==> config.mk <==
export PLATFORM = sky130hd
export DESIGN_NAME = sadma_top
export DESIGN_NICKNAME = d
export VERILOG_FILES = /design/src/hw/sadma_pkg.sv /design/src/hw/sadma_top.sv
export SDC_FILE = /design/constraint.sdc
export NUM_CORES = 1
export LEC_CHECK = 0
export ABC_AREA = 1
export BUFFER_PORTS_ARGS = -buffer_cell sky130_fd_sc_hd__clkbuf_2
export CORE_MARGIN = 5
export CORE_UTILIZATION = 36
export CTS_CLUSTER_SIZE = 12
export DETAILED_ROUTE_END_ITERATION = 16
export MAX_ROUTING_LAYER = met4
export PLACE_DENSITY = 0.51
export SLEW_MARGIN = 30
export SYNTH_ARGS = -nofsm -noshare
export SYNTH_HDL_FRONTEND = slang
export SYNTH_SLANG_ARGS = --single-unit
==> constraint.sdc <==
create_clock -name clk_sys_in -period 7.1 [get_ports clk_sys_in]
set_input_delay 0.71 -clock clk_sys_in [delete_from_list [all_inputs] [get_ports clk_sys_in]]
set_output_delay 0.71 -clock clk_sys_in [all_outputs]
set_load 0.03 [all_outputs]
==> src/hw/sadma_pkg.sv <==
// Constants, types and register map of the short address DMA channel block.
package sadma_pkg;
	localparam int SADMA_CHANNELS = 4;
	// Register index equals printed offset minus this base; byte address = 4 * index.
	localparam logic [15:0] SADMA_OFFSET_BASE = 16'hFF20;
	localparam logic [15:0] SADMA_OFFSET_LAST = 16'hFF3F;
	// Low three index bits select a byte register within a channel.
	localparam logic [2:0] SADMA_SUB_RESERVED = 3'h0;
	localparam logic [2:0] SADMA_SUB_EXT = 3'h1;
	localparam logic [2:0] SADMA_SUB_HIGH = 3'h2;
	localparam logic [2:0] SADMA_SUB_LOW = 3'h3;
	localparam logic [2:0] SADMA_SUB_CNT_HI = 3'h4;
	localparam logic [2:0] SADMA_SUB_CNT_LO = 3'h5;
	localparam logic [2:0] SADMA_SUB_IO = 3'h6;
	localparam logic [2:0] SADMA_SUB_CTRL = 3'h7;
	// Control register fields.
	localparam int SADMA_BIT_ENABLE = 7;
	localparam int SADMA_BIT_SIZE = 6;
	localparam int SADMA_BIT_DIR = 5;
	localparam int SADMA_BIT_REPEAT = 4;
	localparam int SADMA_BIT_IRQEN = 3;
	localparam int SADMA_BIT_SEL_HI = 2;
	localparam int SADMA_BIT_SEL_LO = 1;
	localparam logic [7:0] SADMA_CTRL_RESET = 8'h00;
	localparam logic [7:0] SADMA_RESERVED_BYTE = 8'hFF;
	localparam logic [15:0] SADMA_IO_UPPER = 16'hFFFF;
	// Activation source codes.
	localparam logic [2:0] SADMA_SEL_TX_EMPTY = 3'h4;
	localparam logic [2:0] SADMA_SEL_RX_FULL = 3'h5;
	localparam logic [2:0] SADMA_SEL_PIN_EDGE = 3'h6;
	localparam logic [2:0] SADMA_SEL_PIN_LEVEL = 3'h7;
	localparam logic [23:0] SADMA_STEP_BYTE = 24'h000001;
	localparam logic [23:0] SADMA_STEP_WORD = 24'h000002;
	localparam logic [15:0] SADMA_CNT_ONE = 16'h0001;
	localparam logic [7:0] SADMA_HI_ONE = 8'h01;
	localparam logic [1:0] SADMA_PIN_IDLE = 2'h3;

	typedef enum logic [1:0] {
		SADMA_MODE_IO,
		SADMA_MODE_REPEAT,
		SADMA_MODE_IDLE
	} sadma_mode_t;

	typedef enum logic {
		SADMA_ST_IDLE,
		SADMA_ST_BUSY
	} sadma_state_t;

	typedef struct packed {
		logic [1:0] chan;
		logic word;
		logic [23:0] src;
		logic [23:0] dst;
	} sadma_xfer_t;
endpackage

==> src/hw/sadma_top.sv <==
// Four short address DMA channels with Wishbone registers and a transfer sequencer.
`timescale 1ns/100ps
// What this block does
// RULE1 - Both upper select bits set on A side joins the pair into one channel.
// RULE2 - Memory address is four bytes; top byte ignores writes, reads all ones.
// RULE3 - Memory address is destination for receive-full activation, else source.
// RULE4 - I/O address byte is the low byte; upper sixteen bits are all ones.
// RULE5 - I/O address is source for receive-full activation, else destination.
// RULE6 - Transfers never change the I/O address register.
// RULE7 - Address and count registers survive reset and standby; control clears.
// RULE8 - I/O and idle modes decrement the 16-bit count; zero ends the run.
// RULE9 - Repeat mode decrements the high byte, reloading it from the low byte.
// RULE10 - Control registers clear to zero on reset and standby.
// RULE11 - Enabled channel transfers once per activation; disabled ignores requests.
// RULE12 - Enable is set only by writing one after reading it as zero.
// RULE13 - I/O and idle modes clear enable after the last transfer.
// RULE14 - Clearing enable with interrupt enable set raises the end interrupt.
// RULE15 - Size bit selects byte or word transfers.
// RULE16 - I/O and repeat modes step memory address up or down by 1 or 2.
// RULE17 - Idle mode holds the memory address fixed.
// RULE18 - Mode comes from the repeat and interrupt-enable bits.
// RULE19 - Select codes pick timer, serial or request pin activation sources.
// RULE20 - Channels sharing one source are served one after another by priority.
// RULE21 - An enabled channel blocks its activation source's CPU interrupt; request pin selects 6 and 7 block nothing.
// RULE22 - Joined pair uses A memory address as source, B as destination.
// RULE23 - External requests reach only B side channels in short address mode.
// RULE24 - Priority order is 0A, 0B, 1A, 1B.
module sadma_top (
	input logic clk_sys_in,
	input logic reset_in,
	input logic standby_in,
	input logic wb_cyc_in,
	input logic wb_stb_in,
	input logic wb_we_in,
	input logic [7:0] wb_adr_in,
	input logic [3:0] wb_sel_in,
	input logic [31:0] wb_dat_in,
	output logic [31:0] wb_dat_out,
	output logic wb_ack_out,
	input logic [3:0] timer_match_in,
	input logic serial_tx_empty_in,
	input logic serial_rx_full_in,
	input logic [1:0] external_request_pin_n_in,
	output sadma_pkg::sadma_xfer_t xfer_req_out,
	output logic xfer_valid_out,
	input logic xfer_done_in,
	output logic [3:0] transfer_end_irq_out,
	output logic [5:0] source_irq_block_out,
	output logic [1:0] full_mode_out
);
	logic [23:0] mar_q [0:3];
	logic [7:0] io_address_low_byte_q [0:3];
	logic [15:0] cnt_q [0:3];
	logic [7:0] ctrl_q [0:3];
	logic [3:0] armed_q;
	logic [3:0] pend_q;
	logic [3:0] ended_q;
	logic [3:0] irq_q;
	logic [5:0] block_q;
	logic [1:0] full_q;
	logic [1:0] pin_meta_q;
	logic [1:0] pin_sync_q;
	logic [1:0] pin_prev_q;
	logic ack_q;
	logic [31:0] dat_q;
	logic valid_q;
	logic [1:0] chan_q;
	sadma_pkg::sadma_xfer_t xfer_q;
	sadma_pkg::sadma_state_t state_q;
	sadma_pkg::sadma_xfer_t cand_w [0:3];
	logic [5:0] blk_w [0:3];
	logic [7:0] rbyte_w;

	function automatic sadma_pkg::sadma_mode_t mode_of(input logic [7:0] c);
		if (!c[sadma_pkg::SADMA_BIT_REPEAT])
			return sadma_pkg::SADMA_MODE_IO;
		else if (!c[sadma_pkg::SADMA_BIT_IRQEN])
			return sadma_pkg::SADMA_MODE_REPEAT;
		else
			return sadma_pkg::SADMA_MODE_IDLE;
	endfunction

	function automatic logic [1:0] index_of(input logic [3:0] oh);
		return {oh[3] | oh[2], oh[3] | oh[1]};
	endfunction

	// Register bus. Writes and read side effects happen at the ack edge.
	wire logic req_w = wb_cyc_in & wb_stb_in;
	wire logic acc_w = req_w & ack_q;
	wire logic mapped_w = ~wb_adr_in[7];
	wire logic [1:0] bus_ch_w = wb_adr_in[6:5];
	wire logic [2:0] bus_sub_w = wb_adr_in[4:2];
	wire logic wr_w = acc_w & wb_we_in & wb_sel_in[0] & mapped_w;
	wire logic rd_w = acc_w & ~wb_we_in & mapped_w;
	wire logic [7:0] wdat_w = wb_dat_in[7:0];

	always_comb
	begin
		case (bus_sub_w)
			sadma_pkg::SADMA_SUB_RESERVED: rbyte_w = sadma_pkg::SADMA_RESERVED_BYTE; // RULE2
			sadma_pkg::SADMA_SUB_EXT: rbyte_w = mar_q[bus_ch_w][23:16];
			sadma_pkg::SADMA_SUB_HIGH: rbyte_w = mar_q[bus_ch_w][15:8];
			sadma_pkg::SADMA_SUB_LOW: rbyte_w = mar_q[bus_ch_w][7:0];
			sadma_pkg::SADMA_SUB_CNT_HI: rbyte_w = cnt_q[bus_ch_w][15:8];
			sadma_pkg::SADMA_SUB_CNT_LO: rbyte_w = cnt_q[bus_ch_w][7:0];
			sadma_pkg::SADMA_SUB_IO: rbyte_w = io_address_low_byte_q[bus_ch_w];
			default: rbyte_w = ctrl_q[bus_ch_w];
		endcase
	end

	always_ff @(posedge clk_sys_in)
	begin
		if (reset_in)
		begin
			ack_q <= 1'b0;
			dat_q <= 32'h00000000;
		end
		else
		begin
			ack_q <= req_w & ~ack_q;
			if (req_w & ~ack_q)
				dat_q <= {24'h000000, mapped_w ? rbyte_w : 8'h00};
		end
	end

	// Request pins are asynchronous; the edge detector reads only synced bits.
	always_ff @(posedge clk_sys_in)
	begin
		if (reset_in)
		begin
			pin_meta_q <= sadma_pkg::SADMA_PIN_IDLE;
			pin_sync_q <= sadma_pkg::SADMA_PIN_IDLE;
			pin_prev_q <= sadma_pkg::SADMA_PIN_IDLE;
		end
		else
		begin
			pin_meta_q <= external_request_pin_n_in;
			pin_sync_q <= pin_meta_q;
			pin_prev_q <= pin_sync_q;
		end
	end

	wire logic [1:0] pin_fall_w = pin_prev_q & ~pin_sync_q;
	wire logic [1:0] pin_low_w = ~pin_sync_q;
	wire logic [1:0] full_w = {
		ctrl_q[2][sadma_pkg::SADMA_BIT_SEL_HI] & ctrl_q[2][sadma_pkg::SADMA_BIT_SEL_LO],
		ctrl_q[0][sadma_pkg::SADMA_BIT_SEL_HI] & ctrl_q[0][sadma_pkg::SADMA_BIT_SEL_LO]
	}; // RULE1

	// Arbiter: lowest index wins, so channels sharing a source serialise.
	wire logic idle_w = state_q == sadma_pkg::SADMA_ST_IDLE;
	wire logic [3:0] gnt_w = idle_w ? (pend_q & (~pend_q + 4'h1)) : 4'h0; // RULE20 RULE24
	wire logic [1:0] gnt_idx_w = index_of(gnt_w);
	wire logic fin_w = (state_q == sadma_pkg::SADMA_ST_BUSY) & xfer_done_in;
	wire logic [3:0] done_w = fin_w ? 4'(4'h1 << chan_q) : 4'h0;

	for (genvar g = 0; g < sadma_pkg::SADMA_CHANNELS; g++)
	begin : g_chan
		localparam int PAIR = g / 2;
		localparam bit IS_B = (g % 2) == 1;
		wire logic [7:0] c_w = ctrl_q[g];
		wire logic [2:0] sel_w = c_w[2:0];
		wire logic full_pair_w = full_w[PAIR];
		wire sadma_pkg::sadma_mode_t mode_w = mode_of(c_w); // RULE18
		wire logic rx_w = sel_w == sadma_pkg::SADMA_SEL_RX_FULL;
		wire logic [23:0] io_w = {sadma_pkg::SADMA_IO_UPPER, io_address_low_byte_q[g]}; // RULE4
		logic evt_w;
		logic [7:0] ctrl_d;

		always_comb
		begin
			evt_w = 1'b0;
			if (full_pair_w)
				evt_w = !IS_B && pin_fall_w[PAIR];
			else if (!sel_w[2])
				evt_w = timer_match_in[sel_w[1:0]]; // RULE19
			else if (sel_w == sadma_pkg::SADMA_SEL_TX_EMPTY)
				evt_w = serial_tx_empty_in;
			else if (rx_w)
				evt_w = serial_rx_full_in;
			else if (IS_B)
				evt_w = (sel_w == sadma_pkg::SADMA_SEL_PIN_EDGE) ?
					pin_fall_w[PAIR] : pin_low_w[PAIR]; // RULE19 RULE23
		end

		// The joined pair only runs through its A side, whose select is 6 or 7.
		assign cand_w[g].chan = 2'(g);
		assign cand_w[g].word = c_w[sadma_pkg::SADMA_BIT_SIZE]; // RULE15
		assign cand_w[g].src = full_pair_w ? mar_q[g] :
			(rx_w ? io_w : mar_q[g]); // RULE3 RULE5 RULE22
		assign cand_w[g].dst = full_pair_w ? mar_q[g ^ 1] :
			(rx_w ? mar_q[g] : io_w); // RULE3 RULE5 RULE22
		assign blk_w[g] = c_w[sadma_pkg::SADMA_BIT_ENABLE] ?
			6'(6'h01 << sel_w) : 6'h00; // RULE21

		wire logic [23:0] step_w = c_w[sadma_pkg::SADMA_BIT_SIZE] ?
			sadma_pkg::SADMA_STEP_WORD : sadma_pkg::SADMA_STEP_BYTE;
		wire logic [23:0] mar_next_w = c_w[sadma_pkg::SADMA_BIT_DIR] ?
			mar_q[g] - step_w : mar_q[g] + step_w; // RULE16
		wire logic short_done_w = done_w[g] & ~full_pair_w;
		wire logic move_w = short_done_w &
			(mode_w != sadma_pkg::SADMA_MODE_IDLE); // RULE17
		wire logic [15:0] cnt_dec_w = cnt_q[g] - sadma_pkg::SADMA_CNT_ONE;
		wire logic [7:0] hi_dec_w = cnt_q[g][15:8] - sadma_pkg::SADMA_HI_ONE;
		wire logic rep_w = mode_w == sadma_pkg::SADMA_MODE_REPEAT;
		wire logic last_w = short_done_w & ~rep_w & (cnt_dec_w == 16'h0000); // RULE13
		wire logic hit_w = wr_w & (bus_ch_w == 2'(g));
		wire logic ctrl_wr_w = hit_w & (bus_sub_w == sadma_pkg::SADMA_SUB_CTRL);
		wire logic ctrl_rd_w = rd_w & (bus_ch_w == 2'(g)) &
			(bus_sub_w == sadma_pkg::SADMA_SUB_CTRL);
		wire logic en_wr_w = wdat_w[sadma_pkg::SADMA_BIT_ENABLE] &
			(armed_q[g] | c_w[sadma_pkg::SADMA_BIT_ENABLE]); // RULE12
		wire logic ended_d = ~ctrl_d[sadma_pkg::SADMA_BIT_ENABLE] &
			(c_w[sadma_pkg::SADMA_BIT_ENABLE] | ended_q[g]);

		// A software write wins over the automatic clear in the same cycle.
		always_comb
		begin
			ctrl_d = c_w;
			if (last_w)
				ctrl_d[sadma_pkg::SADMA_BIT_ENABLE] = 1'b0; // RULE13
			if (ctrl_wr_w)
				ctrl_d = {en_wr_w, wdat_w[6:0]};
		end

		// No reset here: these contents must survive reset and standby.
		always_ff @(posedge clk_sys_in)
		begin
			if (move_w)
				mar_q[g] <= mar_next_w; // RULE16
			if (short_done_w & rep_w)
				cnt_q[g][15:8] <= (hi_dec_w == 8'h00) ? cnt_q[g][7:0] : hi_dec_w; // RULE9
			else if (short_done_w)
				cnt_q[g] <= cnt_dec_w; // RULE8
			if (hit_w & (bus_sub_w == sadma_pkg::SADMA_SUB_EXT))
				mar_q[g][23:16] <= wdat_w;
			if (hit_w & (bus_sub_w == sadma_pkg::SADMA_SUB_HIGH))
				mar_q[g][15:8] <= wdat_w;
			if (hit_w & (bus_sub_w == sadma_pkg::SADMA_SUB_LOW))
				mar_q[g][7:0] <= wdat_w;
			if (hit_w & (bus_sub_w == sadma_pkg::SADMA_SUB_CNT_HI))
				cnt_q[g][15:8] <= wdat_w;
			if (hit_w & (bus_sub_w == sadma_pkg::SADMA_SUB_CNT_LO))
				cnt_q[g][7:0] <= wdat_w;
			if (hit_w & (bus_sub_w == sadma_pkg::SADMA_SUB_IO))
				io_address_low_byte_q[g] <= wdat_w; // RULE6
		end

		always_ff @(posedge clk_sys_in)
		begin
			if (reset_in | standby_in)
			begin
				ctrl_q[g] <= sadma_pkg::SADMA_CTRL_RESET; // RULE7 RULE10
				armed_q[g] <= 1'b0;
				pend_q[g] <= 1'b0;
				ended_q[g] <= 1'b0;
				irq_q[g] <= 1'b0;
			end
			else
			begin
				ctrl_q[g] <= ctrl_d;
				if (ctrl_wr_w)
					armed_q[g] <= 1'b0;
				else if (ctrl_rd_w & ~c_w[sadma_pkg::SADMA_BIT_ENABLE])
					armed_q[g] <= 1'b1; // RULE12
				pend_q[g] <= ctrl_d[sadma_pkg::SADMA_BIT_ENABLE] &
					((c_w[sadma_pkg::SADMA_BIT_ENABLE] & evt_w) |
					(pend_q[g] & ~gnt_w[g])); // RULE11
				ended_q[g] <= ended_d;
				irq_q[g] <= ended_d & ctrl_d[sadma_pkg::SADMA_BIT_IRQEN]; // RULE14
			end
		end
	end

	always_ff @(posedge clk_sys_in)
	begin
		if (reset_in | standby_in)
		begin
			state_q <= sadma_pkg::SADMA_ST_IDLE;
			valid_q <= 1'b0;
			chan_q <= 2'h0;
			xfer_q <= '0;
			block_q <= 6'h00;
			full_q <= 2'h0;
		end
		else
		begin
			block_q <= blk_w[0] | blk_w[1] | blk_w[2] | blk_w[3];
			full_q <= full_w;
			case (state_q)
				sadma_pkg::SADMA_ST_IDLE:
					if (|gnt_w)
					begin
						xfer_q <= cand_w[gnt_idx_w];
						chan_q <= gnt_idx_w;
						valid_q <= 1'b1;
						state_q <= sadma_pkg::SADMA_ST_BUSY;
					end
				sadma_pkg::SADMA_ST_BUSY:
					if (xfer_done_in)
					begin
						valid_q <= 1'b0;
						state_q <= sadma_pkg::SADMA_ST_IDLE;
					end
				default:
					state_q <= sadma_pkg::SADMA_ST_IDLE;
			endcase
		end
	end

	assign wb_ack_out = ack_q;
	assign wb_dat_out = dat_q;
	assign xfer_req_out = xfer_q;
	assign xfer_valid_out = valid_q;
	assign transfer_end_irq_out = irq_q;
	assign source_irq_block_out = block_q;
	assign full_mode_out = full_q;

	wire logic quiet0_w = ~(wr_w & (bus_ch_w == 2'h0));
endmodule

-- Yosys cells after proc, flatten, opt, wreduce, memory -nomap -nowiden
Memory sizes are Yosys's and may differ from the RTL's.
Index checks and enable logic that the tools add are counted.
- reductions and logical operators: 20
- bitwise operators: 172
- multiplexer cells: 203
- order comparisons: 5
- shift-type cells: 5
- $add $sub $neg: 17
- equal/unequal tests: 30
- operators with widths (cell ; count):
    $mux W24 ; 20
    $mux W8 ; 40
    $mux W1 ; 112
    $bmux W51 S2 ; 1
    $mux W51 ; 2
    $and A1 B1 Y1 ; 99
    $add A24 B2 Y24 ; 4
    $sub A24 B2 Y24 ; 4
    $logic_not A16 Y1 ; 4
    $sub A16 B1 Y16 const B ; 4
    $pmux W8 S7 ; 1
    $or A1 B1 Y1 ; 43
    $eq A3 B3 Y1 const B ; 14
    $logic_not A8 Y1 ; 4
    $sub A8 B1 Y8 const B ; 4
    $mux W2 ; 15
    $mux W6 ; 4
    $reduce_or A8 Y1 ; 3
    $shl A1 B3 Y6 const A ; 4
    $not A1 Y1 ; 22
    $or A6 B6 Y6 ; 3
    $lt A2 B3 Y1 const B ; 4
    $eq A2 B1 Y1 const B ; 5
    $ne A2 B2 Y1 const B ; 5
    other kinds (20) ; 31
- memories: 4
- output and inout port bits: 97
- word-level logic and storage cells: 486
- input bits: 59
- bits in registers: 94
- bits in writable memories: 224
- memory list (name ; depth ; bits a word ; rd ports ; clocked after Yosys merged registers in ; wr ports ; RTL line ; source):
    mar_q ; 4 ; 24 ; 5 ; 0 ; 4 ; sadma_top.sv:51 ; logic [23:0] mar_q [0:3];
    cnt_q ; 4 ; 16 ; 5 ; 0 ; 4 ; sadma_top.sv:53 ; logic [15:0] cnt_q [0:3];
    ctrl_q ; 4 ; 8 ; 5 ; 0 ; 4 ; sadma_top.sv:54 ; logic [7:0] ctrl_q [0:3];
    io_address_low_byte_q ; 4 ; 8 ; 5 ; 0 ; 1 ; sadma_top.sv:52 ; logic [7:0] io_address_low_byte_q [0:3];

-- Logic depth before layout (Yosys ltp)
Gate-level depths: netlist (run 1).
- depth in word-level cells: 13
- gate-level depth with buffers: 16
- mapped depth without buffers: 16

-- Worst setup path before layout (run 1)
No wires, ideal clock.
- path type: register to register
- from: mem ctrl_q[1][5]
- to: mem mar_q[1][18] (data pin)
- period minus slack after synthesis: 2.769 ns
- setup slack: 4.331 ns
- data arrival time: 2.517 ns
- path buffers: 0
- library setup time: 0.252 ns
- data required time: 6.848 ns
- stages on the path, launching flop included: 14
- path through: dfxtp_1 -> inv_1 -> nor2_1 -> inv_1 -> fa_1 -> inv_1 -> nand3_1 -> nand2_1 -> a21boi_0 -> o21ai_0 -> a21oi_1 -> xnor2_1 -> nand2_1 -> nand2_1
- RTL lines (element ; RTL line):
    from (decl) ; sadma_top.sv:54
    to (decl) ; sadma_top.sv:51

-- Final worst setup path (run 1)
- from: reg state_q
- to: reg xfer_q, in the netlist xfer_req_out[26]
- cells in the longest elaborated chain, start to end: 6
- elaborated cells on any way between the ends: 10
- classes of those cells: 4 x mux; 4 x bitwise; 2 x reduce/logical
- ends and longest elaborated chain (element ; RTL line ; source):
    from (decl) ; sadma_top.sv:69 ; sadma_pkg::sadma_state_t state_q;
    from (signal assigned) ; sadma_top.sv:279 ; state_q <= sadma_pkg::SADMA_ST_IDLE;
    from (signal assigned) ; sadma_top.sv:297 ; state_q <= sadma_pkg::SADMA_ST_BUSY;
    from (signal assigned) ; sadma_top.sv:303 ; state_q <= sadma_pkg::SADMA_ST_IDLE;
    $mux W4 ; sadma_top.sv:152 ; wire logic [3:0] gnt_w = idle_w ? (pend_q & (~pend_q + 4'h1)) : 4'h0;
    $or A1 B1 Y1 ; sadma_top.sv:84 ; return {oh[3] | oh[2], oh[3] | oh[1]};
    $not A2 Y3 (implied by the code) ; sadma_top.sv:294 ; xfer_q <= cand_w[gnt_idx_w];
    $bmux W51 S2 ; sadma_top.sv:294 ;
    $mux W51 (implied by the code) (2 in series) ; sadma_top.sv:294 ;
    to (signal assigned) ; sadma_top.sv:294 ;
    to (decl) ; sadma_top.sv:68 ; sadma_pkg::sadma_xfer_t xfer_q;
Parallel ways exist; a longest one is shown, timed or not. The select of a mux whose other input is x is not followed.
A chain may end at the register's enable or synchronous reset.

==> results of run 1 <==
==> Yosys cell counts, drive strengths merged, types with 20 or more instances <==
| cell type | count | area [um^2] |
|---|---|---|
| dfxtp | 124 | 2482 |
| inv | 388 | 1459 |
| nand2 | 788 | 2988 |
| o22ai | 92 | 575.6 |
| o21bai | 20 | 153.9 |
| edfxtp | 192 | 5766 |
| clkbuf | 69 | 259.0 |
| nor3 | 34 | 221.5 |
| xnor2 | 41 | 359.1 |
| o211ai | 118 | 885.9 |
| a22oi | 56 | 420.4 |
| xor2 | 72 | 630.6 |
| nand4 | 30 | 200.2 |
| nand3 | 209 | 1066 |
| o21ai | 368 | 1876 |
| buf | 99 | 599.3 |
| ha | 108 | 1351 |
| nor2 | 342 | 1435 |
| a21oi | 273 | 1366 |
==> state kept, by name (all words and copies together) (netlist names) <==
register,flops
mar_q,96
cnt_q,64
xfer_req_out,49
ctrl_q,32
io_address_low_byte_q,32
wb_dat_out,8
source_irq_block_out,6
armed_q,4
ended_q,4
pend_q,4
transfer_end_irq_out,4
chan_q,2
full_mode_out,2
pin_meta_q,2
pin_prev_q,2
pin_sync_q,2
state_q,1
wb_ack_out,1
xfer_valid_out,1
==> worst min path at each step <==
stage / endpoint / from / slack [ns]
after floorplan: pin_sync_q[0]$_SDFF_PP1_ / pin_meta_q[0]$_SDFF_PP1_ / 0.39
after global placement: pin_sync_q[1]$_SDFF_PP1_ / pin_meta_q[1]$_SDFF_PP1_ / 0.40
after detailed placement: pin_sync_q[1]$_SDFF_PP1_ / pin_meta_q[1]$_SDFF_PP1_ / 0.41
after CTS: pin_meta_q[1]$_SDFF_PP1_ / external_request_pin_n_in[1] / 0.28
after global routing: pin_meta_q[0]$_SDFF_PP1_ / external_request_pin_n_in[0] / 0.30
final: pin_meta_q[0]$_SDFF_PP1_ / external_request_pin_n_in[0] / 0.31
==> routing by layer <==
| layer | wire, um | track usage | vias up | part of all wire |
|---|---|---|---|---|
| met5 | 0 | - | - | 0 |
| met4 | 2580 | 0.06385 | 0 | 0.026 |
| met3 | 8224 | 0.03413 | 130 | 0.082 |
| met2 | 42800 | 0.3836 | 1059 | 0.42 |
| met1 | 47260 | 0.3915 | 12132 | 0.47 |
| li1 | - | - | 12281 | - |
==> final cells by class <==
type	count	area (um^2)
inverters	393	1495
clock buffers	59	1185
well taps	931	1165
diodes	1	2.502
clock inverters	17	192.7
repair buffers	126	690.7
multi-input cells	2703	14630
fillers	7365	41340
flip-flops and latches	316	8253
==> where the power goes <==
| group | total [uW] | internal, uW | switching [uW] |
|---|---|---|---|
| clock network | 2170 | 1280 | 890 |
| logic | 221 | 39.3 | 181 |
| registers | 1930 | 1930 | 1.56 |
| total | 4320 | 3250 | 1070 |
==> cell families after synthesis <==
| group | Yosys count | share of synthesized area |
|---|---|---|
| compound gates | 1004 | 0.2338 |
| xor+xnor | 113 | 0.03941 |
| fa+ha+maj | 112 | 0.05700 |
| buf+inv | 561 | 0.09362 |
| flops | 316 | 0.3284 |
| other cells | 1 | 0.0001493 |
| simple gates | 1450 | 0.2476 |
==> placed cells by master, fill, tap and decap left out, types with 41 or more instances in the layout <==
cell type and count:
edfxtp_1 192, clkbuf_16 42, clkbuf_2 102, nor2_1 315, o21ai_1 54, nand2_1 779
o211ai_1 118, o21ai_0 305, nand3_1 205, dfxtp_1 120, xor2_1 72, a22oi_1 56
o22ai_1 92, a21oi_1 273, xnor2_1 41, inv_1 343, ha_1 108
==> critical path, stage by stage, from the launching register on <==
cell and delay (ns):
dfxtp_1 0.37, nor3_1 0.47, inv_1 0.10, nand2_2 0.29, clkinv_2 0.67, buf_4 0.59
o21ai_0 0.59, nand3_1 0.25, o211ai_1 0.14, inv_1 0.05
==> per-stage QoR <==
stage | std cells | total power [uW]
6_report | 4546 | 4319
5_1_grt | 4545 | 4439
4_1_cts | 4545 | 4358
3_5_place_dp | 4469 | 2186
3_3_place_gp | 4469 | 2186
2_1_floorplan | 3580 | 2089
==> metrics.cfg, run 1 <==
[outcome]
outcome = completed

[cts]
cts_buffer_depth = 3
path_clk_slew_ns = 0.06
hold_buffers = 0
cts_resized = 0
cts-htree-levels = 2
cts_tree = yes
cts_setup_buffers = 0
root_buffer = clkbuf_16
clock_latency_ns = 0.59
cts_made_buffers = 41
cts.sinks = 316

[timing]
finalCriticalPeriod_ns = 3.704
slew_viol_final = 0
fmax_mhz = 270.0
timing.slew.headroom = 0.3139
whs_ns = 0.3091
setup_violations = 0
finClkSkew_ns = 0.03280
worstMarginPinSlew_ns = 1.023
period_share = 0.5216
hold_viol_final = 0
tns_ns = 0
layout_setup_ws_ns = 3.396
rsz0062_at_grt = no

[detailed_routing]
via_per_inst = 5.632
drt_iter0_drc = 2998
drtAntennaViolNets = 0
num_vias = 25602
remaining_drc_errors = 0
wire_per_inst_um = 22.19
firstDrtPassIters = 6
drt-total-wl_mm = 100.9

[die]
chipHeight_um = 274.1
die_w_um = 274.1
core_um2 = 68950
start_util = 0.3642
die_area_um2 = 75140
fp-row-count = 96
ioPinCount = 156

[power]
leakage_uw = 0.01193
ir_drop_v = 0.0001497
power_density_nw_per_um2 = 156.4

[finish]
post-route-util = 0.4004
finalNetCount = 3752
area_growth_pct = 9.940
drive_gt1_frac = 0.08771
design_area_um2 = 27610

[placed_design]
dp_hpwl_mm = 74.49
gp_congestion = 0.9729
placed_area_um2 = 26220
place_ws_ns = 3.468
port-buffer-count = 102

[hold_path]
whs_path_depth = 2
hold_path_class = input pin to register

[setup_path]
worstSetupPathType = register to register
critPathRequiredTime_ns = 7.58
r2r_cells = 9
worstPathMaxFanout = 63
cp.arrival_ns = 4.18
crit_end = xfer_req_out[26]$_SDFFE_PP0P_
start_kind = register
worstReg2RegStart = state_q$_SDFF_PP0_
cp-startpoint = state_q$_SDFF_PP0_
reg2reg_setup_slack_ns = 3.40
r2r-end = xfer_req_out[26]$_SDFFE_PP0P_
crit_path_end_kind = register

[grt]
overflow = 0
grt_first_pass_wirelength_mm = 147.8
antenna_found_initial = 1
grt_max_degree = 70
grt_pass1_vias = 22878
track_usage = 0.2646

[synthesis]
synth-seq-area-share = 0.3284
syn_area_per_cell_um2 = 7.060
synth_edf_count = 192
synth-main-ff-cell = edfxtp_1
yosys_warnings = 0
syn_area_um2 = 25110
ys_async_sr_fraction = 0
syn-instance-count = 3557
synth.distinct_cells = 60
yosys_register_bits = 316

[job]
maxCapViolations = 0

Note: power is estimated with default switching activity, not from simulation.
==> run 2, diff against run 1 <==
- PLACE_DENSITY: 0.51 -> 0.53
- clock period: 7.1 -> 3.35 ns (I/O delays scaled with it)
==> run 2 against run 1 <==
Register-to-register slack worse by 2.9 ns. Combinational power increased by 120%. Wire length down 0.97%. Largest power group unchanged.
==> metrics.cfg, run 2 (same netlist as run 1, synthesis figures left out) <==
[power]
seq_power_share = 0.447
power_density_nw_per_um2 = 327.6
ir_drop_v = 0.0003414
p_int_uw = 6819
leakage_uw = 0.01217
power.share.combinational = 0.054
swShare = 0.2563
p_clk_frac = 0.500
p_total_uw = 9169
p_sw_uw = 2350

[detailed_routing]
firstDrtPassIters = 6
drtAntennaViolNets = 0
drt_iter0_drc = 2852
drt-total-wl_mm = 99.89
wire_per_inst_um = 21.77
via_per_inst = 5.573
num_vias = 25575
remaining_drc_errors = 0

[timing]
fmax_mhz = 353.4
timing.slew.headroom = 0.4461
finClkSkew_ns = 0.03715
setup_violations = 0
rsz0062_at_grt = no
finalCriticalPeriod_ns = 2.829
tns_ns = 0
worstMarginPinSlew_ns = 0.8277
period_share = 0.8446
slew_viol_final = 0
hold_viol_final = 0

[grt]
grt_pass1_vias = 23543
overflow = 0
grt_first_pass_wirelength_mm = 147.8
grt_max_degree = 117
track_usage = 0.2627
antenna_found_initial = 1

[finish]
top_register = mar_q
layout.cells.most_common_list = nand2_1 (779), inv_1 (346), nor2_1 (315)
drive_gt1_frac = 0.09762
area_growth_pct = 11.44
fillers = 7373
final_common_cell = nand2_1
finalNetCount = 3795
stdcell_count = 4589
regArea_um2 = 8248
largest_reg_flops = 96
multi_input_area_um2 = 14620

[cts]
root_buffer = clkbuf_16
cts_buffer_depth = 3
clock_latency_ns = 0.61
cts.sinks = 316
path_clk_slew_ns = 0.06
cts_setup_buffers = 0
cts_made_buffers = 41
cts-htree-levels = 2
cts_resized = 0
cts_tree = yes

[die]
ioPinCount = 156
fp-row-count = 96
chipHeight_um = 274.1
start_util = 0.3642
core_um2 = 68950
die_area_um2 = 75140
die_w_um = 274.1

[hold_path]
hold_path_class = input pin to register
whs_path_depth = 2
holdCritStartpoint = reset_in

[setup_path]
cp-startpoint = ctrl_q[0][6]$_SDFFE_PP0P_
worstReg2RegStart = ctrl_q[0][6]$_SDFFE_PP0P_
r2r_cells = 13
crit_path_end_kind = register
worstSetupPathType = register to register
cp.arrival_ns = 3.17
critPathRequiredTime_ns = 3.70
start_kind = register
worstPathMaxFanout = 4

[placed_design]
dp_cells = 4509
dp_hpwl_mm = 74.97
port-buffer-count = 102
gp_congestion = 1.012

[outcome]
outcome = completed

[job]
maxCapViolations = 0

==> run 2: cell types whose count changed in the layout (fill, tap and decap cells not counted), moves of 2 or more <==
cell / delta
dfxtp_1: +4
inv_16: +3
bufinv_16: -2
inv_1: +3
dfxtp_2: -4
dlygate4sd3_1: +3
buf_4: +36
clkbuf_1: -5
clkinv_8: -2
buf_12: +4
clkinvlp_4: +3
clkinv_1: -2
==> run 2: cell type report <==
type | instances | share of cell area
Inverter | 393 | 0.05338
Sequential cell | 316 | 0.2947
Antenna cell | 1 | 0.00008941
Clock buffer | 56 | 0.04283
Clock inverter | 20 | 0.006572
Tap cell | 931 | 0.04162
Multi-Input combinational cell | 2703 | 0.5225
Timing Repair Buffer | 169 | 0.03827
==> run 2: worst paths after layout <==
check	to	slack, ns
worst max-delay path	mar_q[0][22]$_DFFE_PP_	0.52
worst min-delay path	wb_dat_out[3]$_SDFFE_PP0P_	0.15
worst max register to register	mar_q[0][22]$_DFFE_PP_	0.52
worst min register to register	pin_sync_q[1]$_SDFF_PP1_	0.41
==> run 2: worst max-delay path: stages (launching register included) <==
cell and delay, ns:
dfxtp_1 0.50, inv_1 0.14, ha_1 0.25, fa_1 0.36
inv_1 0.09, nand3_1 0.07, nand2_1 0.19, a21boi_0 0.20
o21ai_0 0.22, buf_4 0.18, a21oi_1 0.09, xor2_1 0.15
nand2_1 0.07, nand2_1 0.05
==> run 2: timing repair <==
action	4_1_cts	5_1_grt
endpoints found under the setup margin	0	0
hold buffers	3	0
endpoints found under the hold margin	3	0
==> run 2: power groups by stage <==
stage	clock network, uW	registers, uW	logic [uW]
floorplan	0	4180	245
detailed placement	0	4180	475
CTS	4660	4090	479
global placement	0	4180	477
finish	4580	4090	492
global route	4820	4090	506
==> run 2: layer usage <==
metal / wire (um) / global-route usage
met1: 46190 / 0.3808
met2: 41780 / 0.3826
met3: 8716 / 0.03789
met4: 3198 / 0.07261
met5: 0 / -
==> run 2: stage by stage <==
step                setup slack [ns]  utilization  cell area [um^2]  hold WS (ns)
floorplan                     0.5810            -             25200        0.3895
global placement              0.5788       0.3853             26570        0.3955
detailed placement            0.5184       0.3854             26570        0.3954
CTS                           0.4974       0.4059             27980        0.1146
global route                  0.3038       0.4059             27990        0.1614
finish                        0.5207       0.4059             27990        0.1543
